**config.mk**
```make
export PLATFORM = sky130hd
export DESIGN_NAME = odsf_flags
export DESIGN_NICKNAME = d
export VERILOG_FILES = /design/src/rtl/odsf_pkg.sv /design/src/rtl/odsf_flags.sv
export SDC_FILE = /design/constraint.sdc
export NUM_CORES = 1
export LEC_CHECK = 0
export BUFFER_PORTS_ARGS = -buffer_cell sky130_fd_sc_hd__buf_2
export CORE_MARGIN = 2
export CORE_UTILIZATION = 67
export DETAILED_ROUTE_END_ITERATION = 6
export PLACE_DENSITY = 0.95
export SLEW_MARGIN = 20
export SYNTH_ARGS = -nofsm -noshare
export SYNTH_HDL_FRONTEND = slang
export SYNTH_SLANG_ARGS = --single-unit
```
**constraint.sdc**
```tcl
create_clock -name clk_sys -period 4.6 [get_ports clk_sys]
set_clock_uncertainty 0.05 [all_clocks]
set_input_delay 0.23 -clock clk_sys [delete_from_list [all_inputs] [get_ports clk_sys]]
set_output_delay 0.23 -clock clk_sys [all_outputs]
set_load 0.05 [all_outputs]
```
**src/rtl/odsf_pkg.sv**
```systemverilog
// Constants and types shared by the optical module diagnostic flag bank.
// Assumes a 32-bit Avalon-MM slave port and a single 20 MHz system clock.
package odsf_pkg;

    // ****************************************************************
    // Clock and timing
    // ****************************************************************
    localparam int CLK_HZ = 20_000_000;
    localparam int READY_TIME_MS = 1000;
    localparam int READY_CYC = READY_TIME_MS * (CLK_HZ / 1000);
    localparam int RESPONSE_TIME_MS = 100;
    localparam int RESPONSE_CYC = RESPONSE_TIME_MS * (CLK_HZ / 1000);
    localparam int READY_CNT_W = 25;

    // ****************************************************************
    // Monitored quantities
    // ****************************************************************
    localparam int NQ = 5;
    localparam int VAL_W = 16;
    localparam int THR_PER_Q = 4;
    localparam int NTHR = NQ * THR_PER_Q;
    localparam int Q_TEMP = 0;
    localparam int THR_HA = 0;
    localparam int THR_LA = 1;
    localparam int THR_HW = 2;
    localparam int THR_LW = 3;
    localparam logic [15:0] THR_HI_RST = 16'hFFFF;
    localparam logic [15:0] THR_LO_RST = 16'h0000;
    localparam logic [15:0] THR_THI_RST = 16'h7FFF;
    localparam logic [15:0] THR_TLO_RST = 16'h8000;

    // ****************************************************************
    // Register indexes (byte address is four times the index)
    // ****************************************************************
    localparam int IDX_W = 8;
    localparam logic [7:0] IDX_THR_BASE = 8'h00;
    localparam logic [7:0] IDX_STATUS = 8'h6E;
    localparam logic [7:0] IDX_ALARM_UP = 8'h70;
    localparam logic [7:0] IDX_ALARM_LO = 8'h71;
    localparam logic [7:0] IDX_WARN_UP = 8'h74;
    localparam logic [7:0] IDX_WARN_LO = 8'h75;
    localparam logic [7:0] IDX_IRQ_STAT = 8'h78;
    localparam logic [7:0] IDX_IRQ_MASK = 8'h79;

    // ****************************************************************
    // Status/control byte fields
    // ****************************************************************
    localparam int BIT_TXDIS_PIN = 7;
    localparam int BIT_SOFT_DIS = 6;
    localparam int BIT_FAULT = 2;
    localparam int BIT_LOS = 1;
    localparam int BIT_NOT_READY = 0;
    localparam int FLAG_LO_RSV_W = 6;

    // ****************************************************************
    // Interrupt status bits
    // ****************************************************************
    localparam int IRQ_ALARM = 0;
    localparam int IRQ_WARN = 1;
    localparam int IRQ_FAULT = 2;
    localparam int IRQ_LOS = 3;
    localparam int IRQ_READY = 4;
    localparam int IRQ_W = 5;

    typedef logic [NQ-1:0][VAL_W-1:0] odsf_mon_t;

    typedef struct packed {
        logic tx_disable_pin;
        logic tx_fault;
        logic rx_los;
        logic values_valid;
    } odsf_pins_t;

    typedef enum logic [0:0] {
        ODSF_WAIT,
        ODSF_READY
    } odsf_ready_t;

endpackage

```
**src/rtl/odsf_flags.sv**
```systemverilog
// Diagnostic status, soft control and non-latching flag bank of an optical module.
// Assumes pin levels and monitored values arrive synchronous to clk_sys and that
// the monitored values are already scaled into their 16-bit diagnostic form.
//
// Notes on behaviour
// [RULE1] Status bit reads the transmit-disable input pin level, 1 when asserted.
// [RULE2] Host can read and write a software transmit-disable bit.
// [RULE3] Transmitter disabled when software bit 6 or the disable pin is set.
// [RULE4] Status bit reads 1 while the transmit-fault output is asserted.
// [RULE5] Status bit reads 1 while the receive-loss output is asserted.
// [RULE6] Active-low data-ready bit reads 0 once monitored values are valid.
// [RULE7] Soft commands act and status mirrors pins within 100 ms.
// [RULE8] Data ready is signalled no later than 1000 ms after power-up.
// [RULE9] Alarm byte 112: high/low alarms for temp, supply, bias, transmit power.
// [RULE10] Alarm byte 113: receive power high bit 7, low bit 6, rest reserved.
// [RULE11] Warning byte 116 mirrors alarm byte order with warning thresholds.
// [RULE12] Warning byte 117: receive power high bit 7, low bit 6.
// [RULE13] Flags do not latch; they follow the present comparison result.
// [RULE14] Status values never affect transmitter or receiver operation.
// [RULE15] Status and soft command bits live together in byte 110.
// [RULE16] Temperature compares as 16-bit two's complement, 1/256 degree steps.
// [RULE17] Status byte: pin 7, soft 6, fault 2, loss 1, not-ready 0.
// [RULE18] High flag above high threshold, low flag below low threshold.
// [RULE19] Reserved bits read zero; writes to them are ignored.
`timescale 1ns/1ns

module odsf_flags
#(
    parameter int READY_CYC = odsf_pkg::READY_CYC
)
(
    // Clock and reset
    input wire logic clk_sys,
    input wire logic rst_n,
    // Avalon-MM slave
    input wire logic [9:0] avs_address,
    input wire logic avs_read,
    input wire logic avs_write,
    input wire logic [31:0] avs_writedata,
    input wire logic [3:0] avs_byteenable,
    output logic [31:0] avs_readdata,
    output logic avs_waitrequest,
    // Module pins and monitor
    input wire odsf_pkg::odsf_pins_t pins,
    input wire odsf_pkg::odsf_mon_t mon,
    // Transmitter control and interrupt
    output logic tx_disable_q,
    output logic irq_q
);

    // ****************************************************************
    // Bus decode
    // ****************************************************************
    logic [odsf_pkg::IDX_W-1:0] idx;
    logic req;
    logic wr_fire;
    logic waitreq_q;
    logic [31:0] rdata_q;
    logic [31:0] rdata_d;

    assign idx = avs_address[9:2];
    assign req = avs_read | avs_write;
    // The master samples waitrequest low at exactly one edge; writes land there
    assign wr_fire = avs_write & ~waitreq_q;
    assign avs_waitrequest = waitreq_q;
    assign avs_readdata = rdata_q;

    // One wait state: low for a single cycle, then high again
    always_ff @(posedge clk_sys or negedge rst_n)
    begin
        if (!rst_n)
        begin
            waitreq_q <= 1'b1;
        end
        else if (req && waitreq_q)
        begin
            waitreq_q <= 1'b0;
        end
        else
        begin
            waitreq_q <= 1'b1;
        end
    end

    // ****************************************************************
    // Threshold registers
    // ****************************************************************
    logic [odsf_pkg::VAL_W-1:0] thr_q [odsf_pkg::NTHR];
    logic [odsf_pkg::NQ-1:0] alarm_hi;
    logic [odsf_pkg::NQ-1:0] alarm_lo;
    logic [odsf_pkg::NQ-1:0] warn_hi;
    logic [odsf_pkg::NQ-1:0] warn_lo;

    // Signed compare only for temperature; other quantities are unsigned
    function automatic logic above(logic [15:0] a, logic [15:0] b, logic sgn);
        above = sgn ? ($signed(a) > $signed(b)) : (a > b);
    endfunction

    genvar gi;
    generate
        for (gi = 0; gi < odsf_pkg::NTHR; gi++)
        begin : g_thr
            localparam logic [7:0] MY_IDX = odsf_pkg::IDX_THR_BASE + 8'(gi);
            localparam bit IS_HI = ((gi % odsf_pkg::THR_PER_Q) == odsf_pkg::THR_HA)
                || ((gi % odsf_pkg::THR_PER_Q) == odsf_pkg::THR_HW);
            localparam bit IS_TEMP = (gi / odsf_pkg::THR_PER_Q) == odsf_pkg::Q_TEMP;
            localparam logic [15:0] RST = IS_TEMP
                ? (IS_HI ? odsf_pkg::THR_THI_RST : odsf_pkg::THR_TLO_RST)
                : (IS_HI ? odsf_pkg::THR_HI_RST : odsf_pkg::THR_LO_RST);
            always_ff @(posedge clk_sys or negedge rst_n)
            begin
                if (!rst_n)
                begin
                    thr_q[gi] <= RST;
                end
                else if (wr_fire && idx == MY_IDX)
                begin
                    if (avs_byteenable[0])
                    begin
                        thr_q[gi][7:0] <= avs_writedata[7:0];
                    end
                    if (avs_byteenable[1])
                    begin
                        thr_q[gi][15:8] <= avs_writedata[15:8];
                    end
                end
            end
        end

        for (gi = 0; gi < odsf_pkg::NQ; gi++)
        begin : g_cmp
            localparam int B = gi * odsf_pkg::THR_PER_Q;
            localparam bit SGN = (gi == odsf_pkg::Q_TEMP);
            // [RULE16] signed temperature compare
            // [RULE18] above high, below low
            assign alarm_hi[gi] = above(mon[gi], thr_q[B + odsf_pkg::THR_HA], SGN);
            assign alarm_lo[gi] = above(thr_q[B + odsf_pkg::THR_LA], mon[gi], SGN);
            assign warn_hi[gi] = above(mon[gi], thr_q[B + odsf_pkg::THR_HW], SGN);
            assign warn_lo[gi] = above(thr_q[B + odsf_pkg::THR_LW], mon[gi], SGN);
        end
    endgenerate

    // ****************************************************************
    // Flag bytes
    // ****************************************************************
    logic [2*odsf_pkg::NQ-1:0] alarm_d;
    logic [2*odsf_pkg::NQ-1:0] alarm_q;
    logic [2*odsf_pkg::NQ-1:0] warn_d;
    logic [2*odsf_pkg::NQ-1:0] warn_q;

    // Quantity 0 lands in the top pair of bits, high above low
    always_comb
    begin
        for (int q = 0; q < odsf_pkg::NQ; q++)
        begin
            alarm_d[2*(odsf_pkg::NQ-1-q) + 1] = alarm_hi[q];
            alarm_d[2*(odsf_pkg::NQ-1-q)] = alarm_lo[q];
            warn_d[2*(odsf_pkg::NQ-1-q) + 1] = warn_hi[q];
            warn_d[2*(odsf_pkg::NQ-1-q)] = warn_lo[q];
        end
    end

    // [RULE13] no latching, refreshed
    always_ff @(posedge clk_sys or negedge rst_n)
    begin
        if (!rst_n)
        begin
            alarm_q <= '0;
            warn_q <= '0;
        end
        else
        begin
            alarm_q <= alarm_d;
            warn_q <= warn_d;
        end
    end

    // ****************************************************************
    // Status/control byte
    // ****************************************************************
    logic soft_dis_q;
    odsf_pkg::odsf_pins_t pins_q;
    logic [7:0] status_byte;

    // [RULE2] software disable bit
    always_ff @(posedge clk_sys or negedge rst_n)
    begin
        if (!rst_n)
        begin
            soft_dis_q <= 1'b0;
        end
        else if (wr_fire && idx == odsf_pkg::IDX_STATUS && avs_byteenable[0])
        begin
            soft_dis_q <= avs_writedata[odsf_pkg::BIT_SOFT_DIS];
        end
    end

    // [RULE7] pins mirrored each cycle
    always_ff @(posedge clk_sys or negedge rst_n)
    begin
        if (!rst_n)
        begin
            pins_q <= '0;
        end
        else
        begin
            pins_q <= pins;
        end
    end

    // [RULE3] pin ORed with soft bit
    // [RULE14] driven from control only
    always_ff @(posedge clk_sys or negedge rst_n)
    begin
        if (!rst_n)
        begin
            tx_disable_q <= 1'b0;
        end
        else
        begin
            tx_disable_q <= pins.tx_disable_pin | soft_dis_q;
        end
    end

    // ****************************************************************
    // Data-ready sequencing
    // ****************************************************************
    odsf_pkg::odsf_ready_t rdy_state_q;
    logic [odsf_pkg::READY_CNT_W-1:0] rdy_cnt_q;
    logic rdy_timeout;

    assign rdy_timeout = rdy_cnt_q >= odsf_pkg::READY_CNT_W'(READY_CYC - 1);

    // Timeout forces ready so the host is never left waiting past the limit
    always_ff @(posedge clk_sys or negedge rst_n)
    begin
        if (!rst_n)
        begin
            rdy_cnt_q <= '0;
        end
        else if (rdy_state_q == odsf_pkg::ODSF_WAIT && !rdy_timeout)
        begin
            rdy_cnt_q <= rdy_cnt_q + 1'b1;
        end
    end

    // [RULE8] ready within limit
    always_ff @(posedge clk_sys or negedge rst_n)
    begin
        if (!rst_n)
        begin
            rdy_state_q <= odsf_pkg::ODSF_WAIT;
        end
        else
        begin
            unique case (rdy_state_q)
                odsf_pkg::ODSF_WAIT:
                begin
                    if (pins.values_valid || rdy_timeout)
                    begin
                        rdy_state_q <= odsf_pkg::ODSF_READY;
                    end
                end
                odsf_pkg::ODSF_READY:
                begin
                    rdy_state_q <= odsf_pkg::ODSF_READY;
                end
            endcase
        end
    end

    // [RULE15] one byte for status and command
    always_comb
    begin
        status_byte = '0;
        // [RULE1] pin level
        status_byte[odsf_pkg::BIT_TXDIS_PIN] = pins_q.tx_disable_pin;
        // [RULE17] field positions
        status_byte[odsf_pkg::BIT_SOFT_DIS] = soft_dis_q;
        // [RULE4] fault level
        status_byte[odsf_pkg::BIT_FAULT] = pins_q.tx_fault;
        // [RULE5] loss level
        status_byte[odsf_pkg::BIT_LOS] = pins_q.rx_los;
        // [RULE6] active-low ready
        status_byte[odsf_pkg::BIT_NOT_READY] = (rdy_state_q != odsf_pkg::ODSF_READY);
    end

    // ****************************************************************
    // Interrupts
    // ****************************************************************
    logic [odsf_pkg::IRQ_W-1:0] irq_ev;
    logic [odsf_pkg::IRQ_W-1:0] irq_stat_q;
    logic [odsf_pkg::IRQ_W-1:0] irq_stat_d;
    logic [odsf_pkg::IRQ_W-1:0] irq_mask_q;
    logic [odsf_pkg::IRQ_W-1:0] irq_clr;
    logic rdy_prev_q;

    always_ff @(posedge clk_sys or negedge rst_n)
    begin
        if (!rst_n)
        begin
            rdy_prev_q <= 1'b0;
        end
        else
        begin
            rdy_prev_q <= (rdy_state_q == odsf_pkg::ODSF_READY);
        end
    end

    // Events are rising edges so a standing flag does not re-raise after a clear
    always_comb
    begin
        irq_ev = '0;
        irq_ev[odsf_pkg::IRQ_ALARM] = |(alarm_d & ~alarm_q);
        irq_ev[odsf_pkg::IRQ_WARN] = |(warn_d & ~warn_q);
        irq_ev[odsf_pkg::IRQ_FAULT] = pins.tx_fault & ~pins_q.tx_fault;
        irq_ev[odsf_pkg::IRQ_LOS] = pins.rx_los & ~pins_q.rx_los;
        irq_ev[odsf_pkg::IRQ_READY] = (rdy_state_q == odsf_pkg::ODSF_READY) & ~rdy_prev_q;
    end

    assign irq_clr = (wr_fire && idx == odsf_pkg::IDX_IRQ_STAT && avs_byteenable[0])
        ? avs_writedata[odsf_pkg::IRQ_W-1:0] : '0;
    // A new event beats a clear in the same cycle
    assign irq_stat_d = (irq_stat_q & ~irq_clr) | irq_ev;

    always_ff @(posedge clk_sys or negedge rst_n)
    begin
        if (!rst_n)
        begin
            irq_stat_q <= '0;
            irq_q <= 1'b0;
        end
        else
        begin
            irq_stat_q <= irq_stat_d;
            irq_q <= |(irq_stat_d & irq_mask_q);
        end
    end

    always_ff @(posedge clk_sys or negedge rst_n)
    begin
        if (!rst_n)
        begin
            irq_mask_q <= '0;
        end
        else if (wr_fire && idx == odsf_pkg::IDX_IRQ_MASK && avs_byteenable[0])
        begin
            irq_mask_q <= avs_writedata[odsf_pkg::IRQ_W-1:0];
        end
    end

    // ****************************************************************
    // Read data
    // ****************************************************************
    always_comb
    begin
        rdata_d = '0;
        if (idx < odsf_pkg::IDX_THR_BASE + 8'(odsf_pkg::NTHR))
        begin
            rdata_d[15:0] = thr_q[5'(idx - odsf_pkg::IDX_THR_BASE)];
        end
        else
        begin
            unique case (idx)
                odsf_pkg::IDX_STATUS: rdata_d[7:0] = status_byte;
                // [RULE9] alarm upper byte
                odsf_pkg::IDX_ALARM_UP: rdata_d[7:0] = alarm_q[9:2];
                // [RULE10] [RULE19] reserved low bits zero
                odsf_pkg::IDX_ALARM_LO:
                    rdata_d[7:0] = {alarm_q[1:0], {odsf_pkg::FLAG_LO_RSV_W{1'b0}}};
                // [RULE11] warning upper byte
                odsf_pkg::IDX_WARN_UP: rdata_d[7:0] = warn_q[9:2];
                // [RULE12] warning lower byte
                odsf_pkg::IDX_WARN_LO:
                    rdata_d[7:0] = {warn_q[1:0], {odsf_pkg::FLAG_LO_RSV_W{1'b0}}};
                odsf_pkg::IDX_IRQ_STAT: rdata_d[odsf_pkg::IRQ_W-1:0] = irq_stat_q;
                odsf_pkg::IDX_IRQ_MASK: rdata_d[odsf_pkg::IRQ_W-1:0] = irq_mask_q;
                default: rdata_d = '0;
            endcase
        end
    end

    // Captured as waitrequest drops, so it stands at the sampling edge
    always_ff @(posedge clk_sys or negedge rst_n)
    begin
        if (!rst_n)
        begin
            rdata_q <= '0;
        end
        else if (avs_read && waitreq_q)
        begin
            rdata_q <= rdata_d;
        end
    end

endmodule

```
# --- Yosys cells after proc, flatten, opt, wreduce, memory -nomap -nowiden ---
# Cells that the tools add are included.
totals:
  register_bits: 400
  latch_bits: 0
  mem_bits_rw: 0
  romBits: 0
  in_bits: 134
  output_inout_bits: 35
  wordCells: 210
  mem_count: 0
op_classes:
  addsub: 1
  n_mul: 0
  div: 0
  magnitude_cmp: 23
  n_eq_ne: 26
  shifts: 0
  muxes: 10
  bitwise: 20
  n_reduce_logical: 75
ops:
  columns: ["operator", "n"]
  rows:
  - ["16-bit greater-than comparator", 20]
  - ["16-bit binary-select mux with 5-bit select", 1]
  - ["2-bit AND reduction", 40]
  - ["8-bit by 4-bit equality test with 1-bit output (second input constant)", 8]
  - ["8-bit by 7-bit equality test with 1-bit output (second input constant)", 7]
  - ["16-bit two-way mux", 3]
  - ["8-bit by 3-bit equality test with 1-bit output (second input constant)", 4]
  - ["8-bit by 5-bit equality test with 1-bit output (second input constant)", 4]
  - ["1-bit logical AND", 29]
  - ["25-bit by 1-bit adder with 25-bit output (second input constant)", 1]
  - ["25-bit >= comparator (second input constant)", 1]
  - ["5-bit case mux with 5 select lines", 1]
  - ["10-bit AND", 2]
  - ["10-bit inverter", 2]
  - ["10-bit OR reduction", 2]
  - ["8-bit by 2-bit equality test with 1-bit output (second input constant)", 2]
  - ["3-bit case mux with 5 select lines", 1]
  - ["5-bit AND", 2]
  - ["8-bit by 1-bit equality test with 1-bit output (second input constant)", 1]
  - ["8-bit zero test", 1]
  - ["8-bit by 5-bit less-than comparator with 1-bit output (second input constant)", 1]
  - ["6-bit >= comparator (second input constant)", 1]
  - ["5-bit inverter with 6-bit output", 1]
  - ["5-bit two-way mux", 1]
  - ["other kinds (10)", 19]

# --- Longest topological paths before layout ---
logic_depth:
  ltp_word: 10
  mapped_depth: 10
  ltp_nobuf: 10

# --- Worst setup path after synthesis ---
# OpenSTA, ideal clock, no wires.
synth_path:
  path_type: "reg-to-reg"
  from: "register thr_q[273] (netlist name)"
  to: "register irq_stat_q[1] (netlist name)"
  t_arrival_ns: 2.451
  required_ns: 4.411
  slack_ns: 1.960
  path_stages_with_launch: 10
  path_buffers: 0
  synth_period_minus_slack_ns: 2.640
  path_cell_list: "dfstp_2 inv_1 ha_1 nor2b_1 o211ai_1 a2111oi_0 nor4b_1 mux2i_1 nand4_1 or4_1"
synth_via:
  elab_chain_cells: 4
synth_lines:
  columns: ["item", "line", "text"]
  rows:
  - ["start: declaration", "odsf_flags.sv:88", "logic [odsf_pkg::VAL_W-1:0] thr_q [odsf_pkg::NTHR];"]
  - ["start signal: indexed assignment", "odsf_flags.sv:120", "thr_q[gi][7:0] <= avs_writedata[7:0];"]
  - ["start signal: indexed assignment", "odsf_flags.sv:124", "thr_q[gi][15:8] <= avs_writedata[15:8];"]
  - ["16-bit greater-than comparator", "odsf_flags.sv:96", "above = sgn ? ($signed(a) > $signed(b)) : (a > b);"]
  - ["10-bit AND", "odsf_flags.sv:315", "irq_ev[odsf_pkg::IRQ_WARN] = |(warn_d & ~warn_q);"]
  - ["10-bit OR reduction", "odsf_flags.sv:315", null]
  - ["5-bit OR", "odsf_flags.sv:324", "assign irq_stat_d = (irq_stat_q & ~irq_clr) | irq_ev;"]
  - ["named net irq_stat_d (one bit)", "odsf_flags.sv:293", "logic [odsf_pkg::IRQ_W-1:0] irq_stat_d;"]
  - ["end signal: assignment", "odsf_flags.sv:335", "irq_stat_q <= irq_stat_d;"]
  - ["end: declaration", "odsf_flags.sv:292", "logic [odsf_pkg::IRQ_W-1:0] irq_stat_q;"]
# The timed path passes the listed nets, and every way through them passes these cells.
# A chain may end at the register's enable or synchronous reset.

# --- Worst setup path in the final report ---
layout_path:
  from: "register thr_q[123] (netlist name)"
  to: "register irq_q"
layout_via:
  elab_chain_cells: 6
layout_lines:
  columns: ["item", "line", "text"]
  rows:
  - ["16-bit greater-than comparator", "odsf_flags.sv:96", null]
  - ["10-bit AND", "odsf_flags.sv:314", "irq_ev[odsf_pkg::IRQ_ALARM] = |(alarm_d & ~alarm_q);"]
  - ["10-bit OR reduction", "odsf_flags.sv:314", null]
  - ["5-bit OR", "odsf_flags.sv:324", null]
  - ["5-bit AND", "odsf_flags.sv:336", "irq_q <= |(irq_stat_d & irq_mask_q);"]
  - ["5-bit OR reduction", "odsf_flags.sv:336", null]
  - ["end signal: assignment", "odsf_flags.sv:336", null]
  - ["end: declaration", "odsf_flags.sv:48", "output logic irq_q"]
# No other way between the ends.

==> summary.md <==
| Metric | Value |
|---|---|
| Status | `finished, final reports clean` |
| H-tree levels | `2` |
| CP Launch Type | `flop` |
| Number of synthesized flops with an enable pin | `0` |
| Seq/Total Area, Yosys | `39.1%` |
| Max Clock Freq | `281 MHz` |
| Final hold vios | `0` |
| Cell taking the most area after synthesis | `dfrtp_1` |
| Path depth of the worst reg2reg path | `10` |
| Reg clk slew, reported paths | `0.06 ns` |
| Peak supply drop | `0.291 mV` |
| Prevailing post-synth register cell | `dfrtp_1` |
| First-pass GRT wire length | `123,000 um` |
| Hold path endpoint | `alarm_q[2]$_DFF_PN0_` |
| I/O pin count | `169` |
| Final layout net count | `2,887` |
| Vias in the first global route | `21,700` |
| Hold bufs inserted after CTS | `8` |
| Yosys warns | `0` |
| Remaining Overflow, GRT | `0` |
| Critical R2R Launch | `thr_q[123]$_DFFE_PN1P_` |
| Unrepaired setup endpoints after global routing | `false` |
| Total clock buffers created by CTS | `44` |
| Maximum clock insertion buffer count | `3` |
| Die span in x | `201 um` |
| Die height | `201 um` |
| Pleak | `13.6 nW` |
| Largest net degree at the start of global routing | `136` |
| Power Total | `0.00838 W` |
| Root buffer cell | `clkbuf_16` |
| Distinct cell type count after synthesis | `73` |
| Share of the synthesized area in the top cell type | `22.9%` |
| Final setup fails | `0` |
| Final Cycle Share | `77.3%` |
| Area growth, synth to finish | `10.6%` |
| Syn avg cell area | `11.3 um^2` |
| Clock sinks | `400` |
| DR WL/cell | `26.4 um` |
| Post-Synthesis Cells | `2,303` |
| Initial drt markers | `2,639` |
| Die Area | `0.0406 mm^2` |
| Post-Syn Area | `0.0261 mm^2` |
| Initial antenna violation count | `14` |
| PortBufs | `132` |
| WP data required | `5.09 ns` |
| Total wire length | `79,100 um` |
| Starting Density | `67.7%` |
| PD cells | `290 mW/mm^2` |
| Drt via density | `6.98` |
| Worst hold slack | `0.131 ns` |
| Final min period | `3.55 ns` |
| Hold crit path type | `in2reg` |
| Crit end category | `flop` |
| Hold Path Stages | `5` |
| Max FO, Critical Path | `3` |
| Rel. slew slack | `22.8%` |
| Clock Latency Late Sink | `0.60 ns` |
| Slew of the pin with the lowest slew margin | `1.15 ns` |
| Synth Register Bits | `400` |
| Num rows | `72` |
| Pre-Repair DR Iteration Count | `7` |
| TNS Setup | `0 ns` |
| Max Cap Viol | `0` |
| Min-delay src | `mon[63]` |
| Number of nets with antenna violations after routing | `0` |
| Worst Setup SP | `thr_q[123]$_DFFE_PN1P_` |
| Core ar. | `0.0386 mm^2` |
| Most common cell after layout, fill and taps aside | `mux2_2` |
| Arr. time, crit path | `4.04 ns` |
| DP HPWL | `55,900 um` |
| Share of cells above drive strength 1 | `33.2%` |
| Most frequent cells in the layout | `mux2_2 (330), ha_1 (321), inv_1 (272)` |
| Pins Over Slew Limit | `0` |
| Post-layout util | `74.9%` |
| Asr flop ratio synth | `100%` |
| Residual DRC | `0` |
| Setup bufs post-CTS | `0` |
| Via count | `20,900` |
| CTS tree | `built` |
| Critical R2R Capture | `irq_q$_DFF_PN0_` |
| GRT Util Overall | `39.4%` |
| Top cells by area, synth | `dfrtp_1 (23%), dfstp_2 (16%), ha_1 (15%), mux2_2 (14%), mux4_2 (8.3%)` |
| Critical path type | `reg2reg` |
| Flop-to-flop setup slack | `1.05 ns` |
| RD Place Congestion | `1.05` |
| CTS resizes | `0` |
Yosys cell counts (7+ instances only):
cell	count
buf_2	9
nand4_1	70
nor2b_1	18
mux4_2	96
o221ai_1	7
buf_1	10
o21a_1	9
o21ai_0	44
a21oi_1	136
buf_4	19
and4_1	8
nor4_1	20
clkbuf_1	45
ha_1	321
a211oi_1	7
dfrtp_1	239
a21o_1	26
and3_1	10
nand2b_1	10
xnor2_1	15
mux2_2	330
dfstp_2	161
mux2i_1	12
o211ai_1	9
nand3_1	36
xor2_1	9
nor3_1	17
nor2_1	59
nand2_1	164
a31oi_1	12
a22oi_1	18
inv_1	272
sequential cells by signal (all words and copies together), names as in the netlist:
register	flops
rdy_state_q	1
alarm_q	10
avs_readdata	16
irq_q	1
soft_dis_q	1
rdy_prev_q	1
warn_q	10
avs_waitrequest	1
pins_q	3
rdy_cnt_q	25
irq_mask_q	5
irq_stat_q	5
tx_disable_q	1
thr_q	320
how the worst max path moves through the flow:
stage | end | slack, ns | cells after the start
6_report | irq_q$_DFF_PN0_ | 1.05 | 10
2_1_floorplan | irq_stat_q[1]$_DFF_PN0_ | 1.96 | 9
3_3_place_gp | irq_stat_q[1]$_DFF_PN0_ | 1.37 | 8
3_5_place_dp | irq_stat_q[1]$_DFF_PN0_ | 1.32 | 8
4_1_cts | irq_stat_q[1]$_DFF_PN0_ | 1.30 | 9
5_1_grt | irq_q$_DFF_PN0_ | 1.00 | 9
area by class of cell:
class / count / area, um^2
clock buffers: 67 / 1330
clock inverters: 14 / 209
flip-flops and latches: 400 / 10200
repair buffers: 152 / 887
well taps: 518 / 648
diodes: 11 / 27.5
multi-input cells: 1561 / 14500
inverters: 273 / 1020
fillers: 2277 / 9680
critical path, cell delays in order (launching register included):
cell and delay (ns):
dfstp_2 0.55, inv_1 0.05, ha_1 0.30, nand3_1 0.22, nor4_1 0.89, o21ai_0 0.48
o2111a_1 0.31, or3_1 0.35, nand4_1 0.12, o21ai_0 0.09, nand3_1 0.10
kinds of logic after synthesis:
logic type      after synthesis  synth area share (%)
simple gates                445                  8.59
mux                         438                  23.0
flops                       400                  39.1
buf+inv                     357                  5.48
fa+ha+maj                   321                  15.4
compound gates              317                  7.67
xor+xnor                     24                 0.805
other cells                   1                0.0144
where the power goes:
part | leakage, nW | switching [W] | internal, W
clock | 0.757 | 0.00153 | 0.00228
sequential | 4.91 | 0.0000507 | 0.00360
combinational | 7.90 | 0.000605 | 0.000322
total | 13.6 | 0.00218 | 0.00619
routing by layer:
layer	share of wire, %	wire length, um	vias to the layer above	global-route usage (%)
li1	-	-	8669	-
met1	36	28600	10100	49.5
met2	44	35100	1631	60.0
met3	11	8910	470	10.9
met4	8.1	6410	2	26.3
met5	0.016	13	-	0
stage by stage:
stage               cells  instance area, um^2  setup WS (ns)
floorplan            2318                26200           1.96
global placement     2896                27200           1.37
detailed placement   2896                27200           1.32
CTS                  2985                28800           1.30
global route         2992                28900           1.00
finish               2996                28900           1.05
Note: power is estimated with default switching activity, not from simulation.
